### src/pkg/rfi_defs.svh
`ifndef RFI_DEFS_SVH
`define RFI_DEFS_SVH

`define RFI_OFF_FRAME_INFO 8'h10
`define RFI_OFF_CTRL       8'h14
`define RFI_OFF_STATUS     8'h18

`define RFI_LEN_LSB        0
`define RFI_LEN_MSB        6
`define RFI_EXT_LSB        7
`define RFI_EXT_MSB        9
`define RFI_RSVD_BIT       10
`define RFI_NSPL_LSB       11
`define RFI_NSPL_MSB       12
`define RFI_RATE_LSB       13
`define RFI_RATE_MSB       14
`define RFI_RNG_BIT        15
`define RFI_PRF_LSB        16
`define RFI_PRF_MSB        17
`define RFI_PSR_LSB        18
`define RFI_PSR_MSB        19
`define RFI_PACC_LSB       20
`define RFI_PACC_MSB       31

`define RFI_CTRL_LONG_BIT  0
`define RFI_STAT_SEL_BIT   0
`define RFI_STAT_OVR_BIT   1

`define RFI_FRAME_INFO_RST 32'h0000_0000
`define RFI_CTRL_RST       32'h0000_0000

`define RFI_RESP_OKAY      2'h0
`define RFI_RESP_SLVERR    2'h2

`endif

### src/pkg/rfi_pkg.sv
package rfi_pkg;

    typedef struct packed {
        logic [11:0] pacc;
        logic [1:0]  psr;
        logic [1:0]  prf;
        logic        ranging_bit;
        logic [1:0]  rate;
        logic [1:0]  nspl;
        logic [2:0]  ext;
        logic [6:0]  len;
    } rfi_hdr_s;

    typedef struct packed {
        logic        valid;
        logic        secded_err;
        rfi_hdr_s    fields;
    } rfi_hdr_evt_s;

    typedef enum logic [0:0] {
        RFI_BUS_IDLE,
        RFI_BUS_RESP
    } rfi_bus_e;

endpackage
### src/core/rfi_axil_slave.sv
`include "rfi_defs.svh"

module rfi_axil_slave #(
    parameter int AW = 8
) (
    input  wire logic          aclk,
    input  wire logic          aresetn,
    input  wire logic          ce,
    input  wire logic [AW-1:0] s_axi_awaddr,
    input  wire logic          s_axi_awvalid,
    output logic               s_axi_awready,
    input  wire logic [31:0]   s_axi_wdata,
    input  wire logic [3:0]    s_axi_wstrb,
    input  wire logic          s_axi_wvalid,
    output logic               s_axi_wready,
    output logic [1:0]         s_axi_bresp,
    output logic               s_axi_bvalid,
    input  wire logic          s_axi_bready,
    input  wire logic [AW-1:0] s_axi_araddr,
    input  wire logic          s_axi_arvalid,
    output logic               s_axi_arready,
    output logic [31:0]        s_axi_rdata,
    output logic [1:0]         s_axi_rresp,
    output logic               s_axi_rvalid,
    input  wire logic          s_axi_rready,
    output logic               wr_en,
    output logic [AW-1:0]      wr_addr,
    output logic [31:0]        wr_data,
    output logic [3:0]         wr_strb,
    input  wire logic          wr_err,
    output logic [AW-1:0]      rd_addr,
    input  wire logic [31:0]   rd_data,
    input  wire logic          rd_err
);

    initial begin
        if (AW < 5) $error("address too narrow for the register map");
    end

    rfi_pkg::rfi_bus_e wstate;
    rfi_pkg::rfi_bus_e next_wstate;
    logic [1:0]        next_bresp;
    logic              rvalid_q;
    logic              next_rvalid;
    logic [31:0]       next_rdata;
    logic [1:0]        next_rresp;

    // both channels taken in one edge keeps the decode single-cycle
    assign s_axi_awready = ce && wstate == rfi_pkg::RFI_BUS_IDLE && s_axi_awvalid && s_axi_wvalid;
    assign s_axi_wready  = s_axi_awready;
    assign wr_en         = s_axi_awready;
    assign wr_addr       = s_axi_awaddr;
    assign wr_data       = s_axi_wdata;
    assign wr_strb       = s_axi_wstrb;
    assign s_axi_bvalid  = wstate == rfi_pkg::RFI_BUS_RESP;
    assign s_axi_arready = ce && !rvalid_q;
    assign rd_addr       = s_axi_araddr;
    assign s_axi_rvalid  = rvalid_q;

    always_comb begin
        next_wstate = wstate;
        next_bresp  = s_axi_bresp;
        next_rvalid = rvalid_q;
        next_rdata  = s_axi_rdata;
        next_rresp  = s_axi_rresp;
        case (wstate)
            rfi_pkg::RFI_BUS_IDLE: begin
                if (wr_en) begin
                    next_wstate = rfi_pkg::RFI_BUS_RESP;
                    next_bresp  = wr_err ? `RFI_RESP_SLVERR : `RFI_RESP_OKAY;
                end
            end
            rfi_pkg::RFI_BUS_RESP: begin
                if (s_axi_bready) begin
                    next_wstate = rfi_pkg::RFI_BUS_IDLE;
                end
            end
            default: next_wstate = rfi_pkg::RFI_BUS_IDLE;
        endcase
        if (s_axi_arvalid && s_axi_arready) begin
            next_rvalid = 1'b1;
            next_rdata  = rd_err ? 32'h0000_0000 : rd_data;
            next_rresp  = rd_err ? `RFI_RESP_SLVERR : `RFI_RESP_OKAY;
        end else if (rvalid_q && s_axi_rready) begin
            next_rvalid = 1'b0;
        end
    end

    always_ff @(posedge aclk) begin
        if (!aresetn) begin
            wstate      <= rfi_pkg::RFI_BUS_IDLE;
            s_axi_bresp <= `RFI_RESP_OKAY;
            rvalid_q    <= 1'b0;
            s_axi_rdata <= 32'h0000_0000;
            s_axi_rresp <= `RFI_RESP_OKAY;
        end else if (ce) begin
            wstate      <= next_wstate;
            s_axi_bresp <= next_bresp;
            rvalid_q    <= next_rvalid;
            s_axi_rdata <= next_rdata;
            s_axi_rresp <= next_rresp;
        end
    end

endmodule

### src/core/rfi_swing_buf.sv
`include "rfi_defs.svh"

module rfi_swing_buf #(
    parameter int W = 32
) (
    input  wire logic         aclk,
    input  wire logic         aresetn,
    input  wire logic         ce,
    input  wire logic         load,
    input  wire logic [W-1:0] load_data,
    input  wire logic         swap,
    input  wire logic         overrun,
    output logic [W-1:0]      host_data,
    output logic [W-1:0]      rcv_data,
    output logic              host_sel
);

    initial begin
        if (W < 1) $error("buffer width must be positive");
    end

    logic [W-1:0] mem [2];
    logic [W-1:0] next_mem [2];
    logic         next_host_sel;
    logic         wr_idx;

    // an overrun lets the receiver land in the host's half: that is the corruption
    assign wr_idx    = overrun ? host_sel : !host_sel;
    assign host_data = mem[host_sel];
    assign rcv_data  = mem[!host_sel];

    always_comb begin
        next_mem      = mem;
        next_host_sel = host_sel;
        if (load) begin
            next_mem[wr_idx] = load_data;
        end
        if (swap) begin
            next_host_sel = !host_sel;
        end
    end

    always_ff @(posedge aclk) begin
        if (!aresetn) begin
            mem[0]   <= W'(`RFI_FRAME_INFO_RST);
            mem[1]   <= W'(`RFI_FRAME_INFO_RST);
            host_sel <= 1'b0;
        end else if (ce) begin
            mem      <= next_mem;
            host_sel <= next_host_sel;
        end
    end

endmodule

### src/core/rfi_top.sv
// The implementer's own choice: register access over AXI4-Lite.
`include "rfi_defs.svh"

// Function
// RQ1 - the frame information is a read-only 32-bit register at 0x10.
// RQ2 - only a header whose error check found no uncorrectable error loads it.
// RQ3 - it belongs to the double-buffered set and switches with the other receive results.
// RQ4 - a receiver overrun corrupts it and the host must then distrust it.
// RQ5 - bits 6 to 0 take the header length when the header-detected flag is set.
// RQ6 - in standard operation the seven-bit length covers frames up to 127 bytes.
// RQ7 - in long-frame mode bits 9 to 7 extend the length to 10 bits, up to 1023 octets.
// RQ8 - the preamble indicator is reported together with the symbol repetition field.
// RQ9 - fields sit at 31:20, 19:18, 17:16, 15, 14:13, 12:11, reserved 10, all reset to zero.
// RQ10 - bit 10 reads zero and host writes change no field.
module rfi_top #(
    parameter int AW = 8
) (
    input  wire logic              aclk,
    input  wire logic              aresetn,
    input  wire logic              ce,
    input  wire logic [AW-1:0]     s_axi_awaddr,
    input  wire logic              s_axi_awvalid,
    output logic                   s_axi_awready,
    input  wire logic [31:0]       s_axi_wdata,
    input  wire logic [3:0]        s_axi_wstrb,
    input  wire logic              s_axi_wvalid,
    output logic                   s_axi_wready,
    output logic [1:0]             s_axi_bresp,
    output logic                   s_axi_bvalid,
    input  wire logic              s_axi_bready,
    input  wire logic [AW-1:0]     s_axi_araddr,
    input  wire logic              s_axi_arvalid,
    output logic                   s_axi_arready,
    output logic [31:0]            s_axi_rdata,
    output logic [1:0]             s_axi_rresp,
    output logic                   s_axi_rvalid,
    input  wire logic              s_axi_rready,
    input  rfi_pkg::rfi_hdr_evt_s  header_detected_flag,
    input  wire logic              rx_buffer_swap,
    input  wire logic              rx_overrun,
    output logic                   long_frame_mode
);

    initial begin
        if (AW < 5) $error("address too narrow for the register map");
    end

    function automatic logic [31:0] pack_info(input rfi_pkg::rfi_hdr_s h, input logic long_mode);
        logic [31:0] w;
        w = `RFI_FRAME_INFO_RST;
        w[`RFI_LEN_MSB:`RFI_LEN_LSB]   = h.len;
        w[`RFI_EXT_MSB:`RFI_EXT_LSB]   = long_mode ? h.ext : 3'h0;
        w[`RFI_RSVD_BIT]               = 1'b0;
        w[`RFI_NSPL_MSB:`RFI_NSPL_LSB] = h.nspl;
        w[`RFI_RATE_MSB:`RFI_RATE_LSB] = h.rate;
        w[`RFI_RNG_BIT]                = h.ranging_bit;
        w[`RFI_PRF_MSB:`RFI_PRF_LSB]   = h.prf;
        w[`RFI_PSR_MSB:`RFI_PSR_LSB]   = h.psr;
        w[`RFI_PACC_MSB:`RFI_PACC_LSB] = h.pacc;
        return w;
    endfunction

    function automatic logic word_hit(input logic [AW-1:0] a, input logic [7:0] off);
        logic [AW-1:0] o;
        o = AW'(off);
        return a[AW-1:2] == o[AW-1:2];
    endfunction

    logic          wr_en;
    logic [AW-1:0] wr_addr;
    logic [31:0]   wr_data;
    logic [3:0]    wr_strb;
    logic          wr_err;
    logic [AW-1:0] rd_addr;
    logic [31:0]   rd_data;
    logic          rd_err;
    logic          good_hdr;
    logic [31:0]   cap_word;
    logic [31:0]   rx_frame_info;
    logic [31:0]   rcv_word;
    logic          host_sel;
    logic          overrun_seen;
    logic          next_overrun_seen;
    logic          next_long_frame_mode;
    logic          ctrl_hit;
    logic          stat_hit;

    rfi_axil_slave #(
        .AW (AW)
    ) u_bus (
        .aclk          (aclk),
        .aresetn       (aresetn),
        .ce            (ce),
        .s_axi_awaddr  (s_axi_awaddr),
        .s_axi_awvalid (s_axi_awvalid),
        .s_axi_awready (s_axi_awready),
        .s_axi_wdata   (s_axi_wdata),
        .s_axi_wstrb   (s_axi_wstrb),
        .s_axi_wvalid  (s_axi_wvalid),
        .s_axi_wready  (s_axi_wready),
        .s_axi_bresp   (s_axi_bresp),
        .s_axi_bvalid  (s_axi_bvalid),
        .s_axi_bready  (s_axi_bready),
        .s_axi_araddr  (s_axi_araddr),
        .s_axi_arvalid (s_axi_arvalid),
        .s_axi_arready (s_axi_arready),
        .s_axi_rdata   (s_axi_rdata),
        .s_axi_rresp   (s_axi_rresp),
        .s_axi_rvalid  (s_axi_rvalid),
        .s_axi_rready  (s_axi_rready),
        .wr_en         (wr_en),
        .wr_addr       (wr_addr),
        .wr_data       (wr_data),
        .wr_strb       (wr_strb),
        .wr_err        (wr_err),
        .rd_addr       (rd_addr),
        .rd_data       (rd_data),
        .rd_err        (rd_err)
    );

    // a header with an uncorrectable error never reaches the register
    assign good_hdr = header_detected_flag.valid && !header_detected_flag.secded_err; // RQ2
    assign cap_word = pack_info(header_detected_flag.fields, long_frame_mode); // RQ5 RQ7 RQ8 RQ9

    rfi_swing_buf #(
        .W (32)
    ) u_swing (
        .aclk      (aclk),
        .aresetn   (aresetn),
        .ce        (ce),
        .load      (good_hdr),
        .load_data (cap_word),
        .swap      (rx_buffer_swap), // RQ3
        .overrun   (rx_overrun), // RQ4
        .host_data (rx_frame_info),
        .rcv_data  (rcv_word),
        .host_sel  (host_sel)
    );

    assign ctrl_hit = word_hit(wr_addr, `RFI_OFF_CTRL);
    assign stat_hit = word_hit(wr_addr, `RFI_OFF_STATUS);
    // writes to the frame information word are accepted and dropped
    assign wr_err   = !(word_hit(wr_addr, `RFI_OFF_FRAME_INFO) || ctrl_hit || stat_hit); // RQ10

    always_comb begin
        rd_err  = 1'b0;
        rd_data = 32'h0000_0000;
        if (word_hit(rd_addr, `RFI_OFF_FRAME_INFO)) begin
            rd_data = rx_frame_info; // RQ1
        end else if (word_hit(rd_addr, `RFI_OFF_CTRL)) begin
            rd_data[`RFI_CTRL_LONG_BIT] = long_frame_mode;
        end else if (word_hit(rd_addr, `RFI_OFF_STATUS)) begin
            rd_data[`RFI_STAT_SEL_BIT] = host_sel;
            rd_data[`RFI_STAT_OVR_BIT] = overrun_seen;
        end else begin
            rd_err = 1'b1;
        end
    end

    always_comb begin
        next_long_frame_mode = long_frame_mode;
        next_overrun_seen    = overrun_seen;
        if (wr_en && ctrl_hit && wr_strb[0]) begin
            next_long_frame_mode = wr_data[`RFI_CTRL_LONG_BIT]; // RQ6 RQ7
        end
        if (wr_en && stat_hit && wr_strb[0] && wr_data[`RFI_STAT_OVR_BIT]) begin
            next_overrun_seen = 1'b0;
        end
        // set after clear: a fresh overrun is never lost
        if (rx_overrun) begin
            next_overrun_seen = 1'b1; // RQ4
        end
    end

    always_ff @(posedge aclk) begin
        if (!aresetn) begin
            long_frame_mode <= 1'b0;
            overrun_seen    <= 1'b0;
        end else if (ce) begin
            long_frame_mode <= next_long_frame_mode;
            overrun_seen    <= next_overrun_seen;
        end
    end
endmodule

### config.mk
export PLATFORM = sky130hd
export DESIGN_NAME = rfi_top
export DESIGN_NICKNAME = d
export VERILOG_FILES = /design/src/pkg/rfi_pkg.sv /design/src/core/rfi_axil_slave.sv /design/src/core/rfi_swing_buf.sv /design/src/core/rfi_top.sv
export VERILOG_INCLUDE_DIRS = /design/src /design/src/pkg
export SDC_FILE = /design/constraint.sdc
export NUM_CORES = 1
export LEC_CHECK = 0
export ABC_CLOCK_PERIOD_IN_PS = 1540
export BUFFER_PORTS_ARGS = -buffer_cell sky130_fd_sc_hd__buf_2
export CAP_MARGIN = 40
export CORE_ASPECT_RATIO = 0.75
export CORE_MARGIN = 4
export CORE_UTILIZATION = 46
export DETAILED_ROUTE_END_ITERATION = 8
export GPL_TIMING_DRIVEN = 0
export HOLD_SLACK_MARGIN = 0.05
export PLACE_DENSITY = 0.87
export SETUP_SLACK_MARGIN = 0.5
export SLEW_MARGIN = 20
export SYNTH_ARGS = -nofsm -noshare
export SYNTH_HDL_FRONTEND = slang
export SYNTH_SLANG_ARGS = --single-unit
### constraint.sdc
create_clock -name aclk -period 1.54 [get_ports aclk]
set_input_delay 0.231 -clock aclk [delete_from_list [all_inputs] [get_ports aclk]]
set_output_delay 0.231 -clock aclk [all_outputs]
set_load 0.01 [all_outputs]
* Word-level counts from Yosys, hierarchy flattened *
Cells that the tools add are included.

storage, ports and cells
  flip-flop bits (word level) = 105
  input bits = 95
  output and inout port bits = 42
  logic and storage cells = 75

cells by class
  $lt $le $gt $ge = 3
  equal/unequal tests = 6
  muxes and demuxes = 26
  bitwise logic cells = 3
  reductions and logical operators = 27

operator list
  cell                number
  $mux 32             5
  $bwmux 64           1
  $eq 6x3->1 const B  6
  $demux 32 s1        1
  $mux 30             1
  $logic_and 1x1->1   13
  $mux 1              12
  $reduce_and 2->1    6
  $mux 2              4
  $ge 2x2->1 const B  2
  $not 1->2           2
  $reduce_bool 2->1   2
  $logic_not 1->1     3
  $mux 3              1
  $reduce_and 3->1    1
  $logic_or 1x1->1    2
  $lt 2x1->1 const B  1
  $pmux 1 s2          1
  $not 1->1           1

* Depth between registers and ports, before layout *
Gate-level depths: netlist (run 1).

  depth after elaboration = 9
  mapped depth = 7
  depth with buffers taken out = 4

* Hierarchy *
Synthesis (run 1) repeated with hierarchy kept, for this count alone.

second synthesis, totals
  cells, all modules = 602
  area, all modules = 5729.2 um^2

by module, submodules not included
  module          times used  cells an instance  area an instance (um^2)  seq. area each (um^2)
  rfi_swing_buf   1           321                3206.8                   1301.2
  rfi_axil_slave  1           217                2035.7                   720.7
  rfi_top         1           64                 486.7                    40.0

* Least setup slack after synthesis (run 1) *
Ideal clock, no wire load.

  path type = input-to-reg
  start point = input s_axi_araddr[7]
  end point = register u_bus.s_axi_rdata[25]
  library setup time = 66 ps
  arrival = 1399 ps
  required time = 1474 ps
  slack = 75 ps
  cell stages on the path = 6
  path buffers = 2
  cell sequence = or4b_4 > nor3_4 > buf_6 > buf_12 > nand3_2 > a21boi_2

between the ends
  word-level cells in the longest chain between the ends = 5
  elaborated cells on any way between the ends = 8

RTL lines
  what                    line                   text
  start: declaration      rfi_top.sv:31          input wire logic [AW-1:0] s_axi_araddr,
  $eq 6x3->1              rfi_top.sv:66          return a[AW-1:2] == o[AW-1:2];
  $mux 1                  rfi_top.sv:152         end else if (word_hit(rd_addr, `RFI_OFF_STATUS)) begin
  $mux 1                  rfi_top.sv:150         end else if (word_hit(rd_addr, `RFI_OFF_CTRL)) begin
  $mux 1                  rfi_top.sv:148         if (word_hit(rd_addr, `RFI_OFF_FRAME_INFO)) begin
  $mux 32 (*)             rfi_axil_slave.sv:82   next_rdata = rd_err ? 32'h0000_0000 : rd_data;
  end signal: assignment  rfi_axil_slave.sv:100  s_axi_rdata <= next_rdata;
  end: declaration        rfi_axil_slave.sv:22   output logic [31:0] s_axi_rdata,

Every way passes the cells marked *; elsewhere a longest branch is shown, timed or not.
A chain may end at the register's enable or synchronous reset.

* Final worst setup path (run 1) *
  start point = register u_swing.host_sel
  end point = register u_bus.s_axi_rdata[0]

between the ends
  word-level cells in the longest chain between the ends = 6
  elaborated cells on any way between the ends = 8

RTL lines
  what                                         line                  text
  start: declaration                           rfi_swing_buf.sv:15   output logic host_sel
  start signal: assignment                     rfi_swing_buf.sv:50   host_sel <= next_host_sel;
  $not 1->2 (not written as such)              rfi_swing_buf.sv:29   assign host_data = mem[host_sel];
  $mux 32 (not written as such) (3 in series)  rfi_swing_buf.sv:29
  $mux 2 (*)                                   rfi_top.sv:148
  $mux 32 (*)                                  rfi_axil_slave.sv:82

Every way passes the cells marked *; elsewhere a longest branch is shown, timed or not. The select of a mux whose other input is x is not followed.

==> results of run 1 <==
[cell usage in the layout, fill, tap and decap left out, types with 2 or more instances in the layout]
| cell | count |
|---|---|
| a21boi_1 | 35 |
| a21boi_2 | 57 |
| a21oi_1 | 2 |
| a21oi_2 | 2 |
| buf_12 | 10 |
| buf_16 | 9 |
| buf_2 | 61 |
| buf_4 | 13 |
| buf_6 | 52 |
| buf_8 | 6 |
| clkbuf_1 | 11 |
| clkbuf_16 | 15 |
| clkbuf_2 | 2 |
| clkbuf_8 | 4 |
| clkinv_4 | 3 |
| conb_1 | 3 |
| dfxtp_1 | 63 |
| dfxtp_2 | 37 |
| mux2_2 | 17 |
| mux2_4 | 12 |
| mux2i_1 | 2 |
| nand2_1 | 116 |
| nand2_2 | 7 |
| nand2_4 | 38 |
| nand3_1 | 11 |
| nand3_2 | 20 |
| nand3_4 | 8 |
| nor2_1 | 2 |
| o21ai_1 | 3 |
[final cells by class]
type | count | area, um^2 | area share
Buffer | 43 | 505.5 | 0.06979
Clock buffer | 9 | 225.2 | 0.03109
Clock inverter | 7 | 83.83 | 0.01157
Inverter | 1 | 3.754 | 0.0005182
Multi-Input combinational cell | 358 | 2935 | 0.4053
Sequential cell | 100 | 2048 | 0.2828
Tap cell | 128 | 160.2 | 0.02211
Timing Repair Buffer | 132 | 1281 | 0.1769
[layer usage]
layer | vias up | global-route usage
li1 | 1967 | -
met1 | 2281 | 0.3369
met2 | 390 | 0.4979
met3 | 126 | 0.07753
met4 | 0 | 0.1226
met5 | - | 0
[worst max-delay path, cell delays in order, from the launching register on]
cell and delay (ns):
dfxtp_2 0.33, buf_6 0.13, buf_6 0.12, buf_6 0.12
or3b_4 0.36, a21oi_2 0.16, a31oi_2 0.07, o21ai_1 0.19
[repair_timing]
action                     CTS  global route
gates resized for setup    161           171
buffers inserted            21             3
setup endpoints to repair  128           136
cloned                      13             0
pin swaps                   57            48
[through the flow]
step / worst slack, ns / instances
2_1_floorplan: 0.07620 / 502
3_3_place_gp: -0.1566 / 725
3_5_place_dp: -0.1991 / 725
4_1_cts: 0.1204 / 775
5_1_grt: -0.03440 / 778
6_report: -0.01788 / 778
[sequential cells by signal, indices dropped and copies added (netlist names)]
name / count
overrun_seen: 1
u_bus.s_axi_rdata: 31
u_swing.host_sel: 1
u_bus.s_axi_bresp: 1
u_bus.s_axi_bvalid: 1
u_bus.s_axi_rresp: 1
u_bus.s_axi_rvalid: 1
long_frame_mode: 1
u_swing.mem: 62
[power by group through the flow]
stage                     clock network [uW]  registers [uW]  logic (uW)
final                                   2420            2680         915
after global routing                    2500            2680         941
after CTS                               2350            2660         734
after detailed placement                   0            2720         502
after global placement                     0            2710         486
after floorplan                            0            2710         304
[final timing paths]
check	start	endpoint	slack, ns
max	u_swing.host_sel$_SDFFE_PN0P_	u_bus.s_axi_rdata[0]$_SDFFE_PN0P_	-0.02
min	header_detected_flag[6]	u_swing.mem[38]$_SDFFE_PN0P_	0.13
max reg2reg	u_swing.host_sel$_SDFFE_PN0P_	u_bus.s_axi_rdata[0]$_SDFFE_PN0P_	-0.02
min reg2reg	u_swing.mem[55]$_SDFFE_PN0P_	u_swing.mem[55]$_SDFFE_PN0P_	0.45
[kinds of logic (layout without fill, tap and decap cells)]
group	after synthesis	count (layout)	synth area share
AOI/OAI and AO/OA	104	104	0.1822
xor gates and xnor gates	2	2	0.004004
buffers and inverters	44	192	0.05090
DFF	100	100	0.4575
muxes	31	31	0.07921
other	1	3	0.0008571
and+or+nand+nor	218	218	0.2253
==> impl_results.md, run 1 <==
- Outcome: complete, but fails checks
- Failing checks: negative setup slack
- WL met2: 9126 um
- Cell taking the most area after synthesis: dfxtp_1
- Max Cap Violations: 0
- Routability cong.: 0.8264
- Residual DRC count: 0
- Area growth syn-to-layout: 65.54%
- CP required: 1.82 ns
- CTS tree: yes
- Achievable Freq: 0.6419 GHz
- Skew-Pair Late Insertion Delay: 0.36 ns
- Setup WS post-layout: -0.01788 ns
- First-pass GRT wire length: 24900 um
- RSZ-0062 raised after global routing: true
- Top cells by count, synth: 161 x nand2_1, 100 x dfxtp_1, 66 x a21boi_0
- Fraction of layout cells with a size suffix above 1: 0.6046
- Cell area after synthesis: 4375 um^2
- Worst rel slew slack: 0.6291
- Initial antenna violation count: 0
- Nature of the critical path startpoint: register
- Final period util: 1.012
- Top Ports: 137
- Initial Utilization: 0.4777
- WHS Path Cells: 3
- Peak supply drop: 0.6045 mV
- WL final: 19200 um
- Vias per cell: 6.123
- Worst-Margin Slew: 0.5486 ns
- Post-synthesis async set-or-reset flop share: 0
- CTS Sinks: 100
- Leakage: 0.002802 uW
- FP Rows: 30
- Worst-path clk slew: 0.08 ns
- DR pass1 iterations: 6
- Die height: 92.46 um
- Metal-1 WL: 6879 um
- Synth Instances: 500
- Via count: 4764
- Core area: 9159 um^2
- Critical-path maximum fanout: 3
- Largest net degree at the start of global routing: 19
- Top-count cell post-synth: nand2_1
- Max Slew Vio Count: 0
- Port bufs: 95
- Drt initial violations: 491
- Prevailing post-synth register cell: dfxtp_1
- Cts-stage hold buffer count: 0
- Final Hold Fails: 0
- Worst Hold Slack: 0.1287 ns
- Clk pwr share: 0.402
- Final instance area: 7243 um^2
- Sw Share: 0.2719
- PD cells: 829.5 nW/um^2
- GRT Overall Usage: 0.2881
- Top cells by area, synth: dfxtp_1 46%, nand2_1 14%, a21boi_0 11%
- Final core utilization: 0.7908
- Cell Area, Placed: 5129 um^2
- Global route total overflow: 0
- Count of final setup violators: 1
- Syn avg cell area: 8.751 um^2
- Die width: 120.6 um
- Gate power share: 0.152
- Max layer used: met4
- Switching pwr: 1634 uW
- # diodes: 0
- Distinct cells, synth: 37
- Register area share after synthesis: 0.4575
- Yosys reg bits: 100
- HP Class: primary input to register
- EDFF count, synth: 0
- Layout filler cell count: 501
- Clk_skew: 0.009723 ns
- Fin nets: 740
- Crit Path Category: register to register
- CTS root buffer: clkbuf_16
- Met3 WL: 1881 um
- Yosys warnings: 0
- Pwr Total: 6009 uW
- Worst Path Arrival: 1.83 ns
- Reg2Reg Depth: 7
- Die area: 11150 um^2
- Fin crit period: 1.558 ns
- Internal: 4375 uW
- Routed WL per cell: 24.68 um
- Longest Clk Path Bufs: 2
- Vias in the first global route: 4652
- H-tree depth: 3
- Antenna Violating Nets Remaining: 0
- Critical Path Sink Type: register
- Inserted Clock Buffers: 9
- Setup tns final: -0.01788 ns
- Reg power frac: 0.446
- DP Wirelength: 8803 um
- Synth top area share: 0.4575
Power figures use the tool's default switching activity.
==> inputs of run 2 (changes only) <==
PLACE_DENSITY = 0.81   (was 0.87)
SETUP_SLACK_MARGIN = unset   (was 0.5)
==> impl_results.md, run 2 (synthesis gave the netlist of run 1 again) <==
- DR pass1 iterations: 5 (-1)
- # Post-CTS Setup Buffers: 0 (-100%)
- Max Cap Violations: 0 (unchanged)
- Final period util: 0.9468 (-0.06484)
- H-tree depth: 3 (unchanged)
- WL final: 11730 um (-39%)
- Global route total overflow: 0 (unchanged)
- Reg2Reg Depth: 5 (-2)
- Area growth syn-to-layout: 22.62%
- Worst Hold End: u_swing.mem[11]$_SDFFE_PN0P_
- Antenna Violating Nets Remaining: 0 (unchanged)
- Vias per cell: 5.287 (-14%)
- Largest net degree at the start of global routing: 17 (-2)
- Clk pwr share: 0.415 (+0.013)
- Drt initial violations: 241 (-51%)
- Worst-Margin Slew: 0.5250 ns (-0.02363 ns)
- Die area: 11150 um^2 (unchanged)
- Routability cong.: 0.7934 (-4.0%)
- Worst Hold Slack: 0.1341 ns (+0.005355 ns)
- Die height: 92.46 um (unchanged)
- CP required: 1.31 ns (-0.51 ns)
- Outcome: finished clean
- Worst-path clk slew: 0.07 ns (about the same)
- Top Ports: 137 (unchanged)
- Critical Path Sink Type: primary output
- Layout filler cell count: 850 (+70%)
- RSZ-0062 raised after global routing: true
- Inserted Clock Buffers: 9 (unchanged)
- Most flops, register: u_swing.mem
- Commonest non-fill, non-tap cells in the layout: 161 x nand2_1, 100 x buf_2, 99 x dfxtp_1, 66 x a21boi_0
- Internal: 4073 uW (-6.9%)
- Critical-path maximum fanout: 5 (+2)
- Max Slew Vio Count: 0 (unchanged)
- Switching pwr: 1293 uW (-21%)
- PD cells: 1000 nW/um^2 (+21%)
- Longest Clk Path Bufs: 2 (unchanged)
- Count of final setup violators: 0 (-1)
- First-pass GRT wire length: 19180 um (-23%)
- CTS root buffer: clkbuf_16
- HP Class: primary input to register
- Worst Path Arrival: 1.23 ns (-0.60 ns)
- GRT Overall Usage: 0.2183 (-0.06975)
- Clk_skew: 0.007902 ns (-0.001821 ns)
- Routed WL per cell: 15.87 um (-36%)
- # diodes: 0 (unchanged)
- CTS Sinks: 100 (unchanged)
- Max FFs per register: 62 (unchanged)
- Fin crit period: 1.458 ns (-0.09985 ns)
- DP Wirelength: 8510 um (-3.3%)
- Top Registers: u_swing.mem: 62 flops, u_bus.s_axi_rdata: 31 flops
- Residual DRC count: 0 (unchanged)
- Nature of the critical path startpoint: register
- Port bufs: 95 (unchanged)
- WHS Path Cells: 3 (unchanged)
- Sw Share: 0.2410 (-0.03090)
- FP Rows: 30 (unchanged)
- Gate power share: 0.089 (-0.063)
- Hold wc startpoint: header_detected_flag[10]
- Final instance area: 5365 um^2 (-26%)
- Via count: 3907 (-18%)
- Core area: 9159 um^2 (unchanged)
- Leakage: 0.002095 uW (-25%)
- Peak supply drop: 0.7739 mV (+28%)
- Fraction of layout cells with a size suffix above 1: 0.3191 (-0.2855)
- Die width: 120.6 um (unchanged)
- Cell Area, Placed: 5019 um^2 (-2.1%)
- Achievable Freq: 0.6859 GHz (+6.8%)
- Reg power frac: 0.496 (+0.050)
- Crit Path Category: register to primary output
- Setup WS post-layout: 0.08196 ns (+0.09985 ns)
- Fin nets: 701 (-5.3%)
- Most common cell after layout, fill and taps aside: nand2_1
- Skew-Pair Late Insertion Delay: 0.35 ns (about the same)
- Worst rel slew slack: 0.6500 (+0.02091)
- CTS tree: yes
- Initial antenna violation count: 0 (unchanged)
- FF-to-FF Start: u_swing.host_sel$_SDFFE_PN0P_
- Worst slack, placed: -0.1834 ns (+0.01575 ns)
- FF-to-FF setup slack: 0.09 ns (+0.11 ns)
- Initial Utilization: 0.4777 (unchanged)
- R2r endpoint: u_swing.mem[41]$_SDFFE_PN0P_
- Final Hold Fails: 0 (unchanged)
- Vias in the first global route: 3905 (-16%)
run 2: power by group through the flow:
stage          registers (uW)  logic, uW  clock network, uW
2_1_floorplan            2710        269                  0
3_3_place_gp             2710        453                  0
3_5_place_dp             2720        464                  0
4_1_cts                  2660        465               2250
5_1_grt                  2670        517               2370
6_report                 2660        475               2230
run 2: timing repair:
item / 4_1_cts / 5_1_grt
hold buffers: 0 / 0
resized for setup: 12 / 18
pin swaps: 0 / 1
setup endpoints to repair: 81 / 79
run 2: final cells by class:
cell class	count	area, um^2	area share
Inverter	1	3.754	0.0006996
Clock inverter	4	32.53	0.006063
Clock buffer	12	266.5	0.04967
Sequential cell	100	2006	0.3738
Timing Repair Buffer	95	475.5	0.08862
Tap cell	128	160.2	0.02985
Multi-Input combinational cell	358	2170	0.4044
Buffer	41	251.5	0.04687
run 2: worst max-delay path by stage:
| stage | start | end | cells after the start |
|---|---|---|---|
| after floorplan | s_axi_araddr[7] | u_bus.s_axi_rdata[25]$_SDFFE_PN0P_ | 6 |
| after global placement | s_axi_araddr[7] | u_bus.s_axi_rdata[22]$_SDFFE_PN0P_ | 7 |
| after detailed placement | u_swing.host_sel$_SDFFE_PN0P_ | u_swing.mem[22]$_SDFFE_PN0P_ | 6 |
| after CTS | u_swing.host_sel$_SDFFE_PN0P_ | u_swing.mem[32]$_SDFFE_PN0P_ | 5 |
| after global routing | u_swing.host_sel$_SDFFE_PN0P_ | u_swing.mem[36]$_SDFFE_PN0P_ | 5 |
| final | u_bus.s_axi_bvalid$_SDFFE_PN0P_ | s_axi_wready | 3 |
run 2: through the flow:
step	instances	TNS (ns)	util	power, uW
6_report	739	0	0.5858	5366
2_1_floorplan	502	0	-	2982
3_3_place_gp	725	-5.203	0.5480	3166
4_1_cts	740	0	0.5828	5377
3_5_place_dp	725	-7.452	0.5480	3180
5_1_grt	739	-0.2978	0.5858	5559
run 2: metal layers:
| layer | global-route usage | routed length, um |
|---|---|---|
| met1 | 0.2760 | 5199 |
| met2 | 0.3617 | 5535 |
| met3 | 0.06227 | 777 |
| met4 | 0.06792 | 218 |
| met5 | 0 | 0 |
run 2: worst max-delay path, stage by stage (launching register included):
cell	delay (ns)
dfxtp_1	0.32
and4b_2	0.33
buf_4	0.12
buf_2	0.11
==> inputs of run 3 (changes only) <==
--- a/config.mk
+++ b/config.mk
@@ -7,5 +7,5 @@
 export NUM_CORES = 1
 export LEC_CHECK = 0
-export ABC_CLOCK_PERIOD_IN_PS = 1540
+export ABC_CLOCK_PERIOD_IN_PS = 1300
 export BUFFER_PORTS_ARGS = -buffer_cell sky130_fd_sc_hd__buf_2
 export CAP_MARGIN = 40
@@ -14,5 +14,4 @@
 export CORE_UTILIZATION = 46
 export DETAILED_ROUTE_END_ITERATION = 8
-export GPL_TIMING_DRIVEN = 0
 export HOLD_SLACK_MARGIN = 0.05
 export PLACE_DENSITY = 0.81
==> constraint.sdc (replaced) <==
create_clock -name aclk -period 1.3 [get_ports aclk]
set_input_delay 0.13 -clock aclk [delete_from_list [all_inputs] [get_ports aclk]]
set_output_delay 0.13 -clock aclk [all_outputs]
set_load 0.01 [all_outputs]
==> impl_results.md, run 3 (synthesis gave the netlist of run 1 again) <==
- Vias per cell: 5.166 (-2.3%)
- Die width: 120.6 um (unchanged)
- # diodes: 0 (unchanged)
- Final Hold Fails: 0 (unchanged)
- Antenna Violating Nets Remaining: 0 (unchanged)
- CP required: 1.17 ns (-0.14 ns)
- Fraction of layout cells with a size suffix above 1: 0.3393 (+0.02011)
- Top Ports: 137 (unchanged)
- Crit Path Category: register to primary output
- Port bufs: 96 (+1.1%)
- Gate power share: 0.104 (+0.015)
- Longest Clk Path Bufs: 2 (unchanged)
- Largest net degree at the start of global routing: 105 (+88)
- Worst-Margin Slew: 0.6306 ns (+0.1056 ns)
- Fin nets: 709 (+1.1%)
- First-pass GRT wire length: 18460 um (-3.8%)
- Max Slew Vio Count: 0 (unchanged)
- RSZ-0062 raised after global routing: true
- Core area: 9159 um^2 (unchanged)
- PD cells: 1136 nW/um^2 (+14%)
- Critical-path maximum fanout: 3 (-2)
- Setup tns final: -0.08094 ns (-0.08094 ns)
- Inserted Clock Buffers: 9 (unchanged)
- Max Cap Violations: 0 (unchanged)
- Global route total overflow: 0 (unchanged)
- HP Class: primary input to register
- Final core utilization: 0.6302 (+0.04440)
- Via count: 3859 (-1.2%)
- Worst slack, placed: -0.2606 ns (-0.07722 ns)
- Switching pwr: 1511 uW (+17%)
- Clk pwr share: 0.415 (about the same)
- Routability cong.: 0.7747 (-2.4%)
- Commonest non-fill, non-tap cells in the layout: 158 x nand2_1, 97 x dfxtp_1, 94 x buf_2, 57 x a21boi_1, 29 x mux2_2
- Routed WL per cell: 15.79 um (-0.51%)
- Max FFs per register: 62 (unchanged)
- Final period util: 1.022
- Nature of the critical path startpoint: register
- DP Wirelength: 7222 um (-15%)
- CTS tree: yes
- Failing checks: negative setup slack
- Worst Hold Slack: 0.04485 ns (-0.08925 ns)
- Vias in the first global route: 3825 (-2.0%)
- Area growth syn-to-layout: 31.91%
- Skew-Pair Late Insertion Delay: 0.34 ns (about the same)
- Clk_skew: 0.005857 ns (-0.002045 ns)
- Leakage: 0.002275 uW (+8.6%)
- Achievable Freq: 0.7526 GHz
- FP Rows: 30 (unchanged)
- Initial Utilization: 0.4777 (unchanged)
- Cell Area, Placed: 5054 um^2 (+0.70%)
- H-tree depth: 3 (unchanged)
- DR pass1 iterations: 5 (unchanged)
- Fin crit period: 1.329 ns
- Count of final setup violators: 4 (+4)
- Sw Share: 0.2303 (-0.01068)
- Worst Path Arrival: 1.20 ns (-0.03 ns)
- Outcome: complete, but fails checks
- CTS Sinks: 100 (unchanged)
- Setup WS post-layout: -0.02870 ns (-0.1107 ns)
- Drt initial violations: 337 (+40%)
- Final instance area: 5772 um^2 (+7.6%)
- Critical Path Sink Type: primary output
- Most flops, register: u_swing.mem
- CTS root buffer: clkbuf_16
- Most common cell after layout, fill and taps aside: nand2_1
- Initial antenna violation count: 0 (unchanged)
- Die height: 92.46 um (unchanged)
- Worst-path clk slew: 0.06 ns (about the same)
- Residual DRC count: 0 (unchanged)
- Top Registers: u_swing.mem: 62 flops, u_bus.s_axi_rdata: 31 flops
- Internal: 5048 uW (+24%)
- Reg power frac: 0.481 (-0.015)
- Die area: 11150 um^2 (unchanged)
- Worst rel slew slack: 0.5737 (-0.07635)
- Peak supply drop: 0.8053 mV (+4.1%)
- WL final: 11800 um (+0.57%)
- GRT Overall Usage: 0.2092 (-0.009118)
run 3: cell types whose count changed in the layout (fill, tap and decap cells not counted), moves of 6 or more:
cell,delta
clkbuf_2,-6
buf_2,-6
a21boi_2,+6
a21boi_1,+41
buf_12,+6
clkbuf_1,-13
a21boi_0,-47
dlygate4sd3_1,+25
clkbuf_4,-6
run 3: path summary, 6_finish.rpt:
kind | start | cells after the start | endpoint | slack [ns]
worst max-delay path | u_bus.s_axi_bvalid$_SDFFE_PN0P_ | 3 | s_axi_wready | -0.03
worst min-delay path | header_detected_flag[20] | 3 | u_swing.mem[53]$_SDFFE_PN0P_ | 0.04
worst max register to register | u_swing.host_sel$_SDFFE_PN0P_ | 5 | u_swing.mem[41]$_SDFFE_PN0P_ | -0.02
worst min register to register | u_bus.s_axi_rdata[16]$_SDFFE_PN0P_ | 2 | u_bus.s_axi_rdata[16]$_SDFFE_PN0P_ | 0.45
run 3: metal layers:
metal  track usage  wire (um)
met1        0.2532       5214
met2        0.3608       5732
met3       0.06960        665
met4       0.04906        185
met5             0          0
run 3: final cells by class:
cell class	instances	area (um^2)
tap	128	160.2
multi-input combinational	359	2281
fill	776	3387
inverter	1	3.754
timing repair buffer	143	1015
clock buffer	12	256.5
sequential	100	2008
clock inverter	4	47.55
run 3: power by group through the flow:
stage | Sequential (uW) | Clock (uW) | Combinational (uW)
4_1_cts | 3150 | 2760 | 643
6_report | 3160 | 2720 | 683
2_1_floorplan | 3210 | 0 | 334
3_5_place_dp | 3220 | 0 | 562
3_3_place_gp | 3220 | 0 | 544
5_1_grt | 3160 | 2860 | 735
run 3: critical path, cell delays in order (launching register included):
cell,delay (ns)
dfxtp_2,0.32
and4b_2,0.32
buf_6,0.12
buf_6,0.09
run 3: stage by stage:
step | cells | total power (uW)
2_1_floorplan | 502 | 3549
3_3_place_gp | 702 | 3764
3_5_place_dp | 702 | 3786
4_1_cts | 745 | 6561
5_1_grt | 747 | 6756
6_report | 747 | 6559
run 3: what timing repair did:
item                                   4_1_cts  5_1_grt
setup endpoints to repair                   82       91
hold buffers                                23        2
endpoints found under the hold margin       35        2
buffers inserted                             3        0
cloned                                       1        0
pin swaps                                    2        9
resized for setup                           16       63
